**config.mk**
```make
export PLATFORM = sky130hd
export DESIGN_NAME = ivw_core
export DESIGN_NICKNAME = d
export VERILOG_FILES = /design/src/verilog/ivw_pkg.sv /design/src/verilog/ivw_core.sv
export SDC_FILE = /design/constraint.sdc
export NUM_CORES = 1
export LEC_CHECK = 0
export BUFFER_PORTS_ARGS = -buffer_cell sky130_fd_sc_hd__buf_2
export CAP_MARGIN = 0
export CORE_MARGIN = 2
export CORE_UTILIZATION = 55
export CTS_CLUSTER_SIZE = 10
export DETAILED_ROUTE_END_ITERATION = 7
export PLACE_DENSITY = 0.77
export SLEW_MARGIN = 20
export SYNTH_ARGS = -nofsm -noshare
export SYNTH_HDL_FRONTEND = slang
export SYNTH_SLANG_ARGS = --single-unit
```
**constraint.sdc**
```tcl
create_clock -name clk_sys_i -period 4.1 [get_ports clk_sys_i]
set_input_delay 0.205 -clock clk_sys_i [delete_from_list [all_inputs] [get_ports clk_sys_i]]
set_output_delay 0.205 -clock clk_sys_i [all_outputs]
set_load 0.01 [all_outputs]
```
**src/verilog/ivw_pkg.sv**
```systemverilog
// ivw_pkg: command codes, field layouts, reset values and timing counts
// for the input-voltage warning threshold and turn-on delay block.
// assumes a 100 MHz system clock and a command port decoded upstream.
package ivw_pkg;

  // command codes of the three registers
  localparam logic [7:0]  IVW_CMD_OV_THRESH   = 8'h57;
  localparam logic [7:0]  IVW_CMD_UV_THRESH   = 8'h58;
  localparam logic [7:0]  IVW_CMD_TURN_ON_DELAY_TIME   = 8'h60;

  // threshold layout: low 12 bits writable, top 4 read as zero
  localparam int          IVW_THRESH_W        = 12;
  localparam logic [15:0] IVW_THRESH_MASK     = 16'h0FFF;

  // reset values: 0x20 * 0.5 V = 16 V, 0x1C * 0.25 V = 7 V
  localparam logic [15:0] IVW_OV_RESET        = 16'h0020;
  localparam logic [15:0] IVW_UV_RESET        = 16'h001C;
  localparam logic [15:0] IVW_TON_RESET       = 16'h0000;

  // scaling of each threshold code, in millivolts per bit
  localparam int          IVW_OV_LSB_MV       = 500;
  localparam int          IVW_UV_LSB_MV       = 250;

  // turn-on delay counted in milliseconds
  localparam int          IVW_CLK_HZ          = 100_000_000;
  localparam int          IVW_MS_TIME         = 1;
  localparam int          IVW_MS_CYCLES       = IVW_CLK_HZ / 1000 * IVW_MS_TIME;

  // status flag positions in the warning status word
  localparam int          IVW_ST_OV_BIT       = 0;
  localparam int          IVW_ST_UV_BIT       = 1;

  // register access request from the command decoder
  typedef struct packed {
    logic        wr;
    logic        rd;
    logic [7:0]  cmd;
    logic [15:0] wdata;
  } ivw_req_t;

  // start sequencer states
  typedef enum logic [1:0] {
    IVW_IDLE = 2'b00,
    IVW_WAIT = 2'b01,
    IVW_RAMP = 2'b10
  } ivw_state_t;

endpackage

```
**src/verilog/ivw_core.sv**
```systemverilog
// ivw_core: input over/under-voltage warning thresholds, warning flags,
// active-low alert and turn-on delay sequencer.
// assumes the command decoder, vin measurement and start condition are
// synchronous to clk_sys_i; the status clear comes from that decoder too.
// Behaviour
// - vin above the over-voltage threshold sets the ov flag and asserts alert.
// - over-voltage threshold is unsigned, half a volt per code step.
// - over-voltage threshold resets to code 0x20, that is sixteen volts.
// - vin below the under-voltage threshold sets the uv flag and asserts alert.
// - under-voltage threshold is unsigned, quarter volt per code step.
// - under-voltage threshold resets to code 0x1C, that is seven volts.
// - after a start condition wait turn-on delay milliseconds, then start ramping.
`timescale 1ns/10ps
`default_nettype none

module ivw_core
  import ivw_pkg::*;
(
  input  wire logic        clk_sys_i,
  input  wire logic        rst_n_i,
  input  wire ivw_req_t    req_i,
  output logic [15:0]      rdata_o,
  input  wire logic [15:0] vin_mv_i,
  input  wire logic        start_i,
  input  wire logic        status_clr_i,
  output logic [1:0]       warn_status_o,
  output logic             alert_output_n_o,
  output logic             ramp_en_o
);

  logic [15:0] ov_thresh_reg, ov_thresh_next;
  logic [15:0] uv_thresh_reg, uv_thresh_next;
  logic [15:0] ton_reg,       ton_next;
  logic [15:0] rdata_reg,     rdata_next;
  logic [1:0]  flags_reg,     flags_next;
  logic [20:0] ov_mv, uv_mv; // wide enough for code 4095 at 500 mV without wrapping
  logic        ov_hit, uv_hit;

  // thresholds scaled to millivolts: 500 = 512-8-4, 250 = 256-4-2
  assign ov_mv  = ({9'h000, ov_thresh_reg[11:0]} << 9) - ({9'h000, ov_thresh_reg[11:0]} << 3)
                - ({9'h000, ov_thresh_reg[11:0]} << 2);
  assign uv_mv  = ({9'h000, uv_thresh_reg[11:0]} << 8) - ({9'h000, uv_thresh_reg[11:0]} << 2)
                - ({9'h000, uv_thresh_reg[11:0]} << 1);
  assign ov_hit = {5'h00, vin_mv_i} > ov_mv;
  assign uv_hit = {5'h00, vin_mv_i} < uv_mv;

  // register writes, readback and sticky flags; a new event beats a clear
  always_comb begin
    ov_thresh_next = ov_thresh_reg;
    uv_thresh_next = uv_thresh_reg;
    ton_next       = ton_reg;
    rdata_next     = rdata_reg;
    flags_next     = status_clr_i ? 2'h0 : flags_reg;
    if (ov_hit) flags_next[IVW_ST_OV_BIT] = 1'b1;
    if (uv_hit) flags_next[IVW_ST_UV_BIT] = 1'b1;
    if (req_i.wr) begin
      case (req_i.cmd)
        IVW_CMD_OV_THRESH: ov_thresh_next = req_i.wdata & IVW_THRESH_MASK;
        IVW_CMD_UV_THRESH: uv_thresh_next = req_i.wdata & IVW_THRESH_MASK;
        IVW_CMD_TURN_ON_DELAY_TIME: ton_next       = req_i.wdata;
        default:           ;
      endcase
    end
    if (req_i.rd) begin
      case (req_i.cmd)
        IVW_CMD_OV_THRESH: rdata_next = ov_thresh_reg;
        IVW_CMD_UV_THRESH: rdata_next = uv_thresh_reg;
        IVW_CMD_TURN_ON_DELAY_TIME: rdata_next = ton_reg;
        default:           rdata_next = 16'h0000; // unknown command reads zero
      endcase
    end
  end

  always_ff @(posedge clk_sys_i or negedge rst_n_i) begin
    if (!rst_n_i) begin
      ov_thresh_reg <= IVW_OV_RESET;
      uv_thresh_reg <= IVW_UV_RESET;
      ton_reg       <= IVW_TON_RESET;
      rdata_reg     <= 16'h0000;
      flags_reg     <= 2'h0;
    end else begin
      ov_thresh_reg <= ov_thresh_next;
      uv_thresh_reg <= uv_thresh_next;
      ton_reg       <= ton_next;
      rdata_reg     <= rdata_next;
      flags_reg     <= flags_next;
    end
  end

  assign rdata_o          = rdata_reg;
  assign warn_status_o    = flags_reg;
  assign alert_output_n_o = ~(|flags_reg); // alert held low while any warning stands

  // turn-on delay: a 1 ms tick divider and a millisecond counter
  ivw_state_t  state_reg, state_next;
  logic [16:0] tick_reg,  tick_next;
  logic [15:0] ms_reg,    ms_next;
  logic        ms_tick;

  assign ms_tick = (tick_reg == 17'(IVW_MS_CYCLES - 1));

  always_comb begin
    state_next = state_reg;
    tick_next  = tick_reg;
    ms_next    = ms_reg;
    case (state_reg)
      IVW_IDLE: begin
        tick_next = 17'h00000;
        ms_next   = 16'h0000;
        if (start_i) state_next = (ton_reg == 16'h0000) ? IVW_RAMP : IVW_WAIT;
      end
      IVW_WAIT: begin
        tick_next = ms_tick ? 17'h00000 : tick_reg + 17'h00001;
        if (!start_i) begin
          state_next = IVW_IDLE; // start withdrawn: abandon the delay
        end else if (ms_tick) begin
          ms_next = ms_reg + 16'h0001;
          if (ms_reg + 16'h0001 >= ton_reg) state_next = IVW_RAMP;
        end
      end
      IVW_RAMP: begin
        if (!start_i) state_next = IVW_IDLE;
      end
      default: state_next = IVW_IDLE;
    endcase
  end

  always_ff @(posedge clk_sys_i or negedge rst_n_i) begin
    if (!rst_n_i) begin
      state_reg <= IVW_IDLE;
      tick_reg  <= 17'h00000;
      ms_reg    <= 16'h0000;
    end else begin
      state_reg <= state_next;
      tick_reg  <= tick_next;
      ms_reg    <= ms_next;
    end
  end

  assign ramp_en_o = (state_reg == IVW_RAMP);

  // checks
  ov_flag_set_a: assert property (@(posedge clk_sys_i) disable iff (!rst_n_i)
    ov_hit |=> flags_reg[IVW_ST_OV_BIT]) else $error("ov flag not set");
  uv_flag_set_a: assert property (@(posedge clk_sys_i) disable iff (!rst_n_i)
    uv_hit |=> flags_reg[IVW_ST_UV_BIT]) else $error("uv flag not set");
  alert_tie_a: assert property (@(posedge clk_sys_i) disable iff (!rst_n_i)
    (ov_hit || uv_hit) |=> !alert_output_n_o) else $error("alert not low after warning");
  thresh_top_a: assert property (@(posedge clk_sys_i) disable iff (!rst_n_i)
    (ov_thresh_reg[15:12] == 4'h0) && (uv_thresh_reg[15:12] == 4'h0)) else $error("top bits set");
  ov_write_a: assert property (@(posedge clk_sys_i) disable iff (!rst_n_i)
    req_i.wr && req_i.cmd == IVW_CMD_OV_THRESH |=> ov_thresh_reg == ($past(req_i.wdata) & IVW_THRESH_MASK))
    else $error("ov write lost");
  ov_scale_a: assert property (@(posedge clk_sys_i) disable iff (!rst_n_i)
    ov_mv == 21'(ov_thresh_reg[11:0] * IVW_OV_LSB_MV)) else $error("ov scale wrong");
  uv_scale_a: assert property (@(posedge clk_sys_i) disable iff (!rst_n_i)
    uv_mv == 21'(uv_thresh_reg[11:0] * IVW_UV_LSB_MV)) else $error("uv scale wrong");
  ramp_zero_a: assert property (@(posedge clk_sys_i) disable iff (!rst_n_i)
    state_reg == IVW_IDLE && start_i && ton_reg == 16'h0000 |=> ramp_en_o) else $error("no ramp");
  ramp_early_a: assert property (@(posedge clk_sys_i) disable iff (!rst_n_i)
    state_reg == IVW_IDLE && start_i && ton_reg != 16'h0000 |=> !ramp_en_o [*2]) else $error("ramp early");

  // the event has usually passed when alert falls, so look at the flag it left
  ov_seen_c:   cover property (@(posedge clk_sys_i) disable iff (!rst_n_i)
    $fell(alert_output_n_o) && flags_reg[IVW_ST_OV_BIT]);
  uv_seen_c:   cover property (@(posedge clk_sys_i) disable iff (!rst_n_i)
    $fell(alert_output_n_o) && flags_reg[IVW_ST_UV_BIT]);
  ramp_seen_c: cover property (@(posedge clk_sys_i) disable iff (!rst_n_i) $rose(ramp_en_o) && ton_reg != 16'h0000);

endmodule // ivw_core

`default_nettype wire

```
==> results of run 1 <==
cells in the mapped netlist, types with 18 or more instances:
master	count
a21oi_1	50
dfrtp_1	89
ha_1	102
inv_1	75
mux2_2	41
nand2_1	77
nand3_1	24
nor2_1	60
o21ai_0	63
o21ai_1	21
xnor2_1	18
xor2_1	21
what timing repair did:
item | in CTS | in global routing
setup endpoints to repair | 2 | 2
endpoints found under the hold margin | 55 | 0
gates resized for setup | 2 | 18
pin swaps | 0 | 8
buffers inserted | 0 | 2
hold buffers | 1 | 0
cloned | 0 | 0
cell type report:
type | count | share of cell area [%]
flip-flops and latches | 93 | 26.1
diodes | 1 | 0.0280
inverters | 75 | 3.14
multi-input cells | 692 | 58.8
clock inverters | 6 | 1.08
repair buffers | 91 | 5.87
well taps | 180 | 2.52
clock buffers | 9 | 2.52
cell usage in the layout, fill, tap and decap left out, drive strengths merged, types with 10 or more instances in the layout:
cell    netlist  final
o21ai        84     84
buf          11     90
a22o         17     17
ha          102    102
inv          75     77
xor2         21     21
nand2        77     77
dfrtp        89     89
xnor2        18     18
and3         16     16
o21a         10     10
nor2         60     60
nand2b       16     16
nand3        26     26
mux2         42     42
fa           10     10
a21oi        52     52
o22ai        15     15
nor4         12     12
a21o         13     13
worst min path at each step:
| stage | slack [ns] | cells after the start | from | to |
|---|---|---|---|---|
| floorplan | -0.09 | 0 | rst_n_i | ms_reg[0] |
| global placement | 0.31 | 1 | rst_n_i | rdata_o[4] |
| detailed placement | 0.31 | 1 | rst_n_i | ov_thresh_reg[0] |
| CTS | 0.08 | 2 | req_i[12] | ton_reg[12] |
| global route | 0.09 | 2 | req_i[15] | ton_reg[15] |
| finish | 0.09 | 2 | req_i[12] | ton_reg[12] |
power by group through the flow:
stage | Sequential, uW | Clock [uW] | Combinational (uW)
2_1_floorplan | 997 | 0 | 1150
4_1_cts | 996 | 925 | 1510
5_1_grt | 1000 | 953 | 1760
3_5_place_dp | 1010 | 0 | 1490
3_3_place_gp | 1010 | 0 | 1470
6_report | 997 | 907 | 1580
cell families (layout without fill, tap and decap cells):
| group | Yosys count | after routing | share of synthesized area, % |
|---|---|---|---|
| AOI/OAI and AO/OA | 245 | 245 | 19.9 |
| xor gates and xnor gates | 39 | 39 | 4.32 |
| adders and majority gates | 112 | 112 | 18.7 |
| buffers and inverters | 101 | 181 | 5.14 |
| DFF | 93 | 93 | 29.5 |
| muxes | 49 | 49 | 6.92 |
| other | 0 | 1 | 0 |
| and+or+nand+nor | 247 | 247 | 15.5 |
routing by layer:
metal,up-vias,track usage (%),part of all wire [%]
met5,-,0,0
met4,0,10.4,3.1
met3,38,4.49,5.2
met2,210,46.5,49
met1,3351,35.5,43
li1,3361,-,-
per-stage QoR:
stage	util (%)	hold slack (ns)	std cells	instance area, um2	TNS [ns]
3_3_place_gp	61.0	0.314	1128	8510	0
2_1_floorplan	-	-0.0906	886	7910	0
6_report	64.2	0.0899	1147	8950	0
3_5_place_dp	61.0	0.313	1128	8510	-0.0239
5_1_grt	64.2	0.0946	1146	8950	-0.0263
4_1_cts	63.5	0.0804	1144	8840	0
==> run_results.csv, run 1 <==
group,metric,value,unit
setup_path,regToRegEndpoint,"warn_status_o[1]",
routing,dr.first_iter.drc_count,544,
global_route,grt_max_degree,59,
die,coreArea,0.0139,mm2
sta,fmax,260,MHz
synth,netlist_instances,886,
global_route,grt.total_usage,27.5,%
routing,vias,6960,
routing,totalWireLength,20600,um
synth,synth_ff_type,"dfrtp_1",
synth,synthArstFlopShare,100,%
placement,gp_congestion,1.04,
pwr,clkPwrFrac,26.1,%
die,fp.dieW,124,um
sta,tightestPinTransition,0.776,ns
global_route,grt_overflow,0,
pwr,switching_power,1300,uW
clock_tree,cts.clk_slew.worst_paths,0.07,ns
synth,synth.distinct_cells,70,
sta,finalSetupViolCount,0,
sta,slew_viol_final,0,
sta,slew_headroom,48.2,%
sta,post-route-period-util,93.8,%
die,io-pin-count,66,
final_layout,nets,1120,
setup_path,arrival,4.08,ns
synth,synth_top_area_share,28.2,%
pwr,combinationalPowerShare,45.3,%
clock_tree,numCtsBuffers,9,
final_layout,area_growth,13.2,%
routing,drc,0,
clock_tree,clock_latency,0.35,ns
final_layout,fill_cells,1157,
pwr,pwr-share-seq,28.6,%
final_layout,final-seq-area,0.00233,mm2
setup_path,worst-path-stages,17,
synth,synth.top_cells.by_area,"dfrtp_1 (28%), ha_1 (16%), mux2_2 (5.8%)",
synth,yosys_warnings,0,
setup_path,max_stage_delay,0.53,ns
die,dieArea,0.0153,mm2
setup_path,worstPathRequired,4.34,ns
die,start_util,56.7,%
setup_path,reg2reg_slack,0.25,ns
clock_tree,cts_max_level,3,
clock_tree,cts.sinks,93,
placement,numPortBuffers,65,
pwr,p_total,3480,uW
pwr,p_per_area,389,mW/mm2
pwr,swShare,37.4,%
pwr,p_int,2180,uW
setup_path,endpoint_kind,"flop",
placement,dp_hpwl,15900,um
die,chipHeight,124,um
sta,finalHoldViolations,0,
setup_path,cp_num_buf_inv,1,
synth,ys_seq_area_share,29.5,%
synth,ys_ff_latch,93,
pwr,ir_worst_vdd,279,uV
run,cap_violations,0,
pwr,leakagePower,0.00426,uW
global_route,antenna_found_initial,1,
synth,synth_nets,1044,
sta,post-route-min-period,3.85,ns
routing,drt_pre_antenna_iters,5,
setup_path,cp_slowest_cell,"dfstp_2",
setup_path,critPathLaunch,"uv_thresh_reg[2]",
sta,fin_ws,0.253,ns
synth,synth_edf_count,0,
setup_path,crit_path_max_fanout,4,
global_route,first_global_vias,6507,
global_route,grt_pass1_wl,32600,um
setup_path,critical_path.top_delay_family,"compound AO/OA/AOI/OAI gates",
final_layout,largest_reg_flops,17,
clock_tree,root_buffer,"clkbuf_16",
final_layout,multi_input_area,0.00526,mm2
placement,dp_slack,-0.0239,ns
setup_path,crit_path_cell_trace,"inv_1 > ha_1 > ha_4 > nor2b_1 > o31a_1 > o211ai_1 > a21oi_1 > o21ai_1 > a21oi_1 > xnor2_1 > ha_1 > o22ai_1 > a2111oi_2 > o2111ai_1 > a2111oi_2 > nand4_1 > a211o_1",
synth,avgSynthCellArea,8.92,um2
synth,syn-cell-area,0.00791,mm2
setup_path,reg2reg_depth,17,
setup_path,worstSetupPathType,"flop to flop",
sta,fin_worst_skew,0.00891,ns
setup_path,cp-start-kind,"flop",
die,rows,43,
setup_path,reg2reg_from,"uv_thresh_reg[2]",
outcome,status,"completed",
routing,wl_per_cell,18.0,um
setup_path,worstSetupEndpoint,"warn_status_o[1]",
clock_tree,clockBufferDepth,2,
routing,routed_via_density,6.07,
worst_hold_path,hold_path_class,"primary input to flop",
clock_tree,cts_tree,"built",
final_layout,drive_gt1_share,18.7,%
synth,yosysTopAreaCell,"dfrtp_1",
routing,ant_nets,0,
Power figures use the tool's default switching activity.
==> run 2: changes to the inputs <==
--- a/config.mk
+++ b/config.mk
@@ -11,7 +11,7 @@
 export CORE_UTILIZATION = 55
 export CTS_CLUSTER_SIZE = 10
 export DETAILED_ROUTE_END_ITERATION = 7
-export PLACE_DENSITY = 0.77
+export PLACE_DENSITY = 0.74
 export SLEW_MARGIN = 20
 export SYNTH_ARGS = -nofsm -noshare
 export SYNTH_HDL_FRONTEND = slang
==> constraint.sdc (replaced) <==
create_clock -name clk_sys_i -period 3.7 [get_ports clk_sys_i]
set_input_delay 0.185 -clock clk_sys_i [delete_from_list [all_inputs] [get_ports clk_sys_i]]
set_output_delay 0.185 -clock clk_sys_i [all_outputs]
set_load 0.01 [all_outputs]
==> run 2 against run 1 <==
The flow now finishes with violations (hold timing, setup timing). Flip-flop and latch count unchanged. Via count up 2.8%. Count of clock-buffer cells in the layout is the same. Sequential share of layout area fell by 1.7 points. Non-clock buffer count increased by 50. Clock skew shrank 0.00081 ns. Sequential power is 10% higher. Utilization is 4.5 points higher.
==> run_results.csv, run 2 (synthesis gave the netlist of run 1 again) <==
group,metric,value,unit
sta,finalHoldViolations,39,
die,fp.dieW,124,um
routing,drt_pre_antenna_iters,6,
setup_path,cp-start-kind,"flop",
setup_path,endpoint_kind,"flop",
setup_path,max_stage_delay,0.54,ns
sta,hold-worst-slack,-0.0351,ns
setup_path,cp_slowest_cell,"dfstp_2",
die,io-pin-count,66,
pwr,p_total,4150,uW
placement,gp_congestion,0.940,
final_layout,mostFrequentLayoutCells,"dfrtp_1 (89), ha_1 (88), nand2_1 (76)",
clock_tree,numCtsBuffers,9,
setup_path,worstPathRequired,3.93,ns
setup_path,arrival,3.95,ns
clock_tree,cts_tree,"built",
final_layout,largest_reg_flops,17,
clock_tree,cts_max_level,3,
setup_path,reg2reg_from,"uv_thresh_reg[2]",
final_layout,fin_area,0.00957,mm2
global_route,antenna_found_initial,3,
sta,fmax,269,MHz
setup_path,crit_path_max_fanout,2,
final_layout,layout_commonest_cell,"dfrtp_1",
sta,finalSetupViolCount,1,
run,cap_violations,0,
pwr,ir_worst_vdd,302,uV
clock_tree,clock_latency,0.34,ns
die,rows,43,
global_route,grt_overflow,0,
placement,dp_hpwl,16100,um
sta,slew_viol_final,0,
pwr,p_per_area,434,mW/mm2
clock_tree,cts.clk_slew.worst_paths,0.07,ns
sta,post-route-min-period,3.72,ns
die,coreArea,0.0139,mm2
global_route,grt_pass1_wl,33200,um
sta,rsz0062_at_grt,"true",
clock_tree,clockBufferDepth,2,
setup_path,cp_num_buf_inv,1,
outcome,status,"complete, but fails checks",
sta,slew_headroom,32.0,%
sta,fin_ws,-0.0170,ns
clock_tree,cts.sinks,93,
final_layout,nets,1170,
sta,tightestPinTransition,1.02,ns
global_route,grt.total_usage,28.2,%
sta,post-route-period-util,100,%
setup_path,worstSetupPathType,"flop to flop",
routing,wl_per_cell,17.9,um
setup_path,reg2reg_depth,17,
placement,placed_cell_area,0.00886,mm2
worst_hold_path,hold_path_class,"primary input to asynchronous set/reset pin",
sta,tns,-0.0170,ns
setup_path,crit_path_cell_trace,"inv_2 > ha_4 > ha_4 > nor2b_1 > o31a_1 > o211ai_1 > a21oi_1 > o21ai_2 > a21oi_2 > xnor2_1 > ha_1 > o22ai_2 > a2111oi_4 > o2111ai_2 > a2111oi_2 > nand4_1 > a211o_1",
setup_path,regToRegEndpoint,"warn_status_o[1]",
routing,routed_via_density,5.97,
setup_path,critical_path.top_delay_family,"compound AO/OA/AOI/OAI gates",
clock_tree,root_buffer,"clkbuf_16",
setup_path,reg2reg_slack,-0.02,ns
routing,drc,0,
final_layout,fin_util,68.7,%
outcome,violations,"hold timing, setup timing",
die,chipHeight,124,um
routing,vias,7156,
die,dieArea,0.0153,mm2
placement,numPortBuffers,65,
setup_path,critPathMostFrequentCell,"ha_4",
final_layout,area_growth,21.1,%
pwr,leakagePower,0.00453,uW
routing,ant_nets,0,
global_route,first_global_vias,6555,
routing,totalWireLength,21400,um
sta,fin_worst_skew,0.00811,ns
global_route,grt_max_degree,73,
final_layout,drive_gt1_share,26.3,%
routing,dr.first_iter.drc_count,457,
clock_tree,hold_buffers,0,
die,start_util,56.7,%
==> run 2: cell count changes in the layout (fill, tap and decap cells not counted), sizes merged <==
cell / before / now
buf: 90 / 141
inv: 77 / 76
dlygate4sd3: 1 / 0
clkinv: 1 / 3
bufinv: 2 / 1
clkinvlp: 1 / 2
==> run 2: where the power goes <==
part	total (uW)	internal [uW]	switching [uW]
Sequential	1100	1050	51.9
Clock	933	527	406
Combinational	2120	993	1120
==> run 2: final cells by class <==
class | count | area, um2
diodes | 1 | 2.50
clock buffers | 9 | 225
clock inverters | 7 | 73.8
fillers | 1105 | 4360
inverters | 75 | 285
multi-input cells | 692 | 5520
flip-flops and latches | 93 | 2330
well taps | 180 | 225
repair buffers | 141 | 910
==> run 2: metrics by stage <==
stage	hold slack [ns]	setup WS, ns	instances
floorplan	-0.111	-0.00301	886
global placement	0.368	-0.0522	1171
detailed placement	0.372	-0.225	1171
CTS	0.00313	-0.0495	1190
global route	0.0435	-0.278	1198
finish	-0.0351	-0.0170	1198
==> run 2: worst max-delay path by stage <==
| stage | from | end | slack, ns | depth (start not counted) |
|---|---|---|---|---|
| 2_1_floorplan | uv_thresh_reg[2] | warn_status_o[1] | -0.003 | 17 |
| 5_1_grt | uv_thresh_reg[2] | warn_status_o[1] | -0.28 | 17 |
| 6_report | uv_thresh_reg[2] | warn_status_o[1] | -0.02 | 17 |
| 3_3_place_gp | uv_thresh_reg[2] | warn_status_o[1] | -0.05 | 17 |
| 3_5_place_dp | uv_thresh_reg[6] | warn_status_o[1] | -0.22 | 17 |
| 4_1_cts | uv_thresh_reg[2] | warn_status_o[1] | -0.05 | 17 |
==> run 2: repair_timing <==
action | CTS | global route
setup buffers | 3 | 7
gates resized for setup | 18 | 41
gates cloned | 0 | 0
pin swaps | 16 | 30
endpoints found under the setup margin | 2 | 4
==> run 2: routing by layer <==
layer / part of all wire [%] / global-route usage [%]
met4: 3.2 / 11.2
met3: 4.8 / 3.25
met1: 44 / 38.3
met2: 48 / 46.1
met5: 0.061 / 0
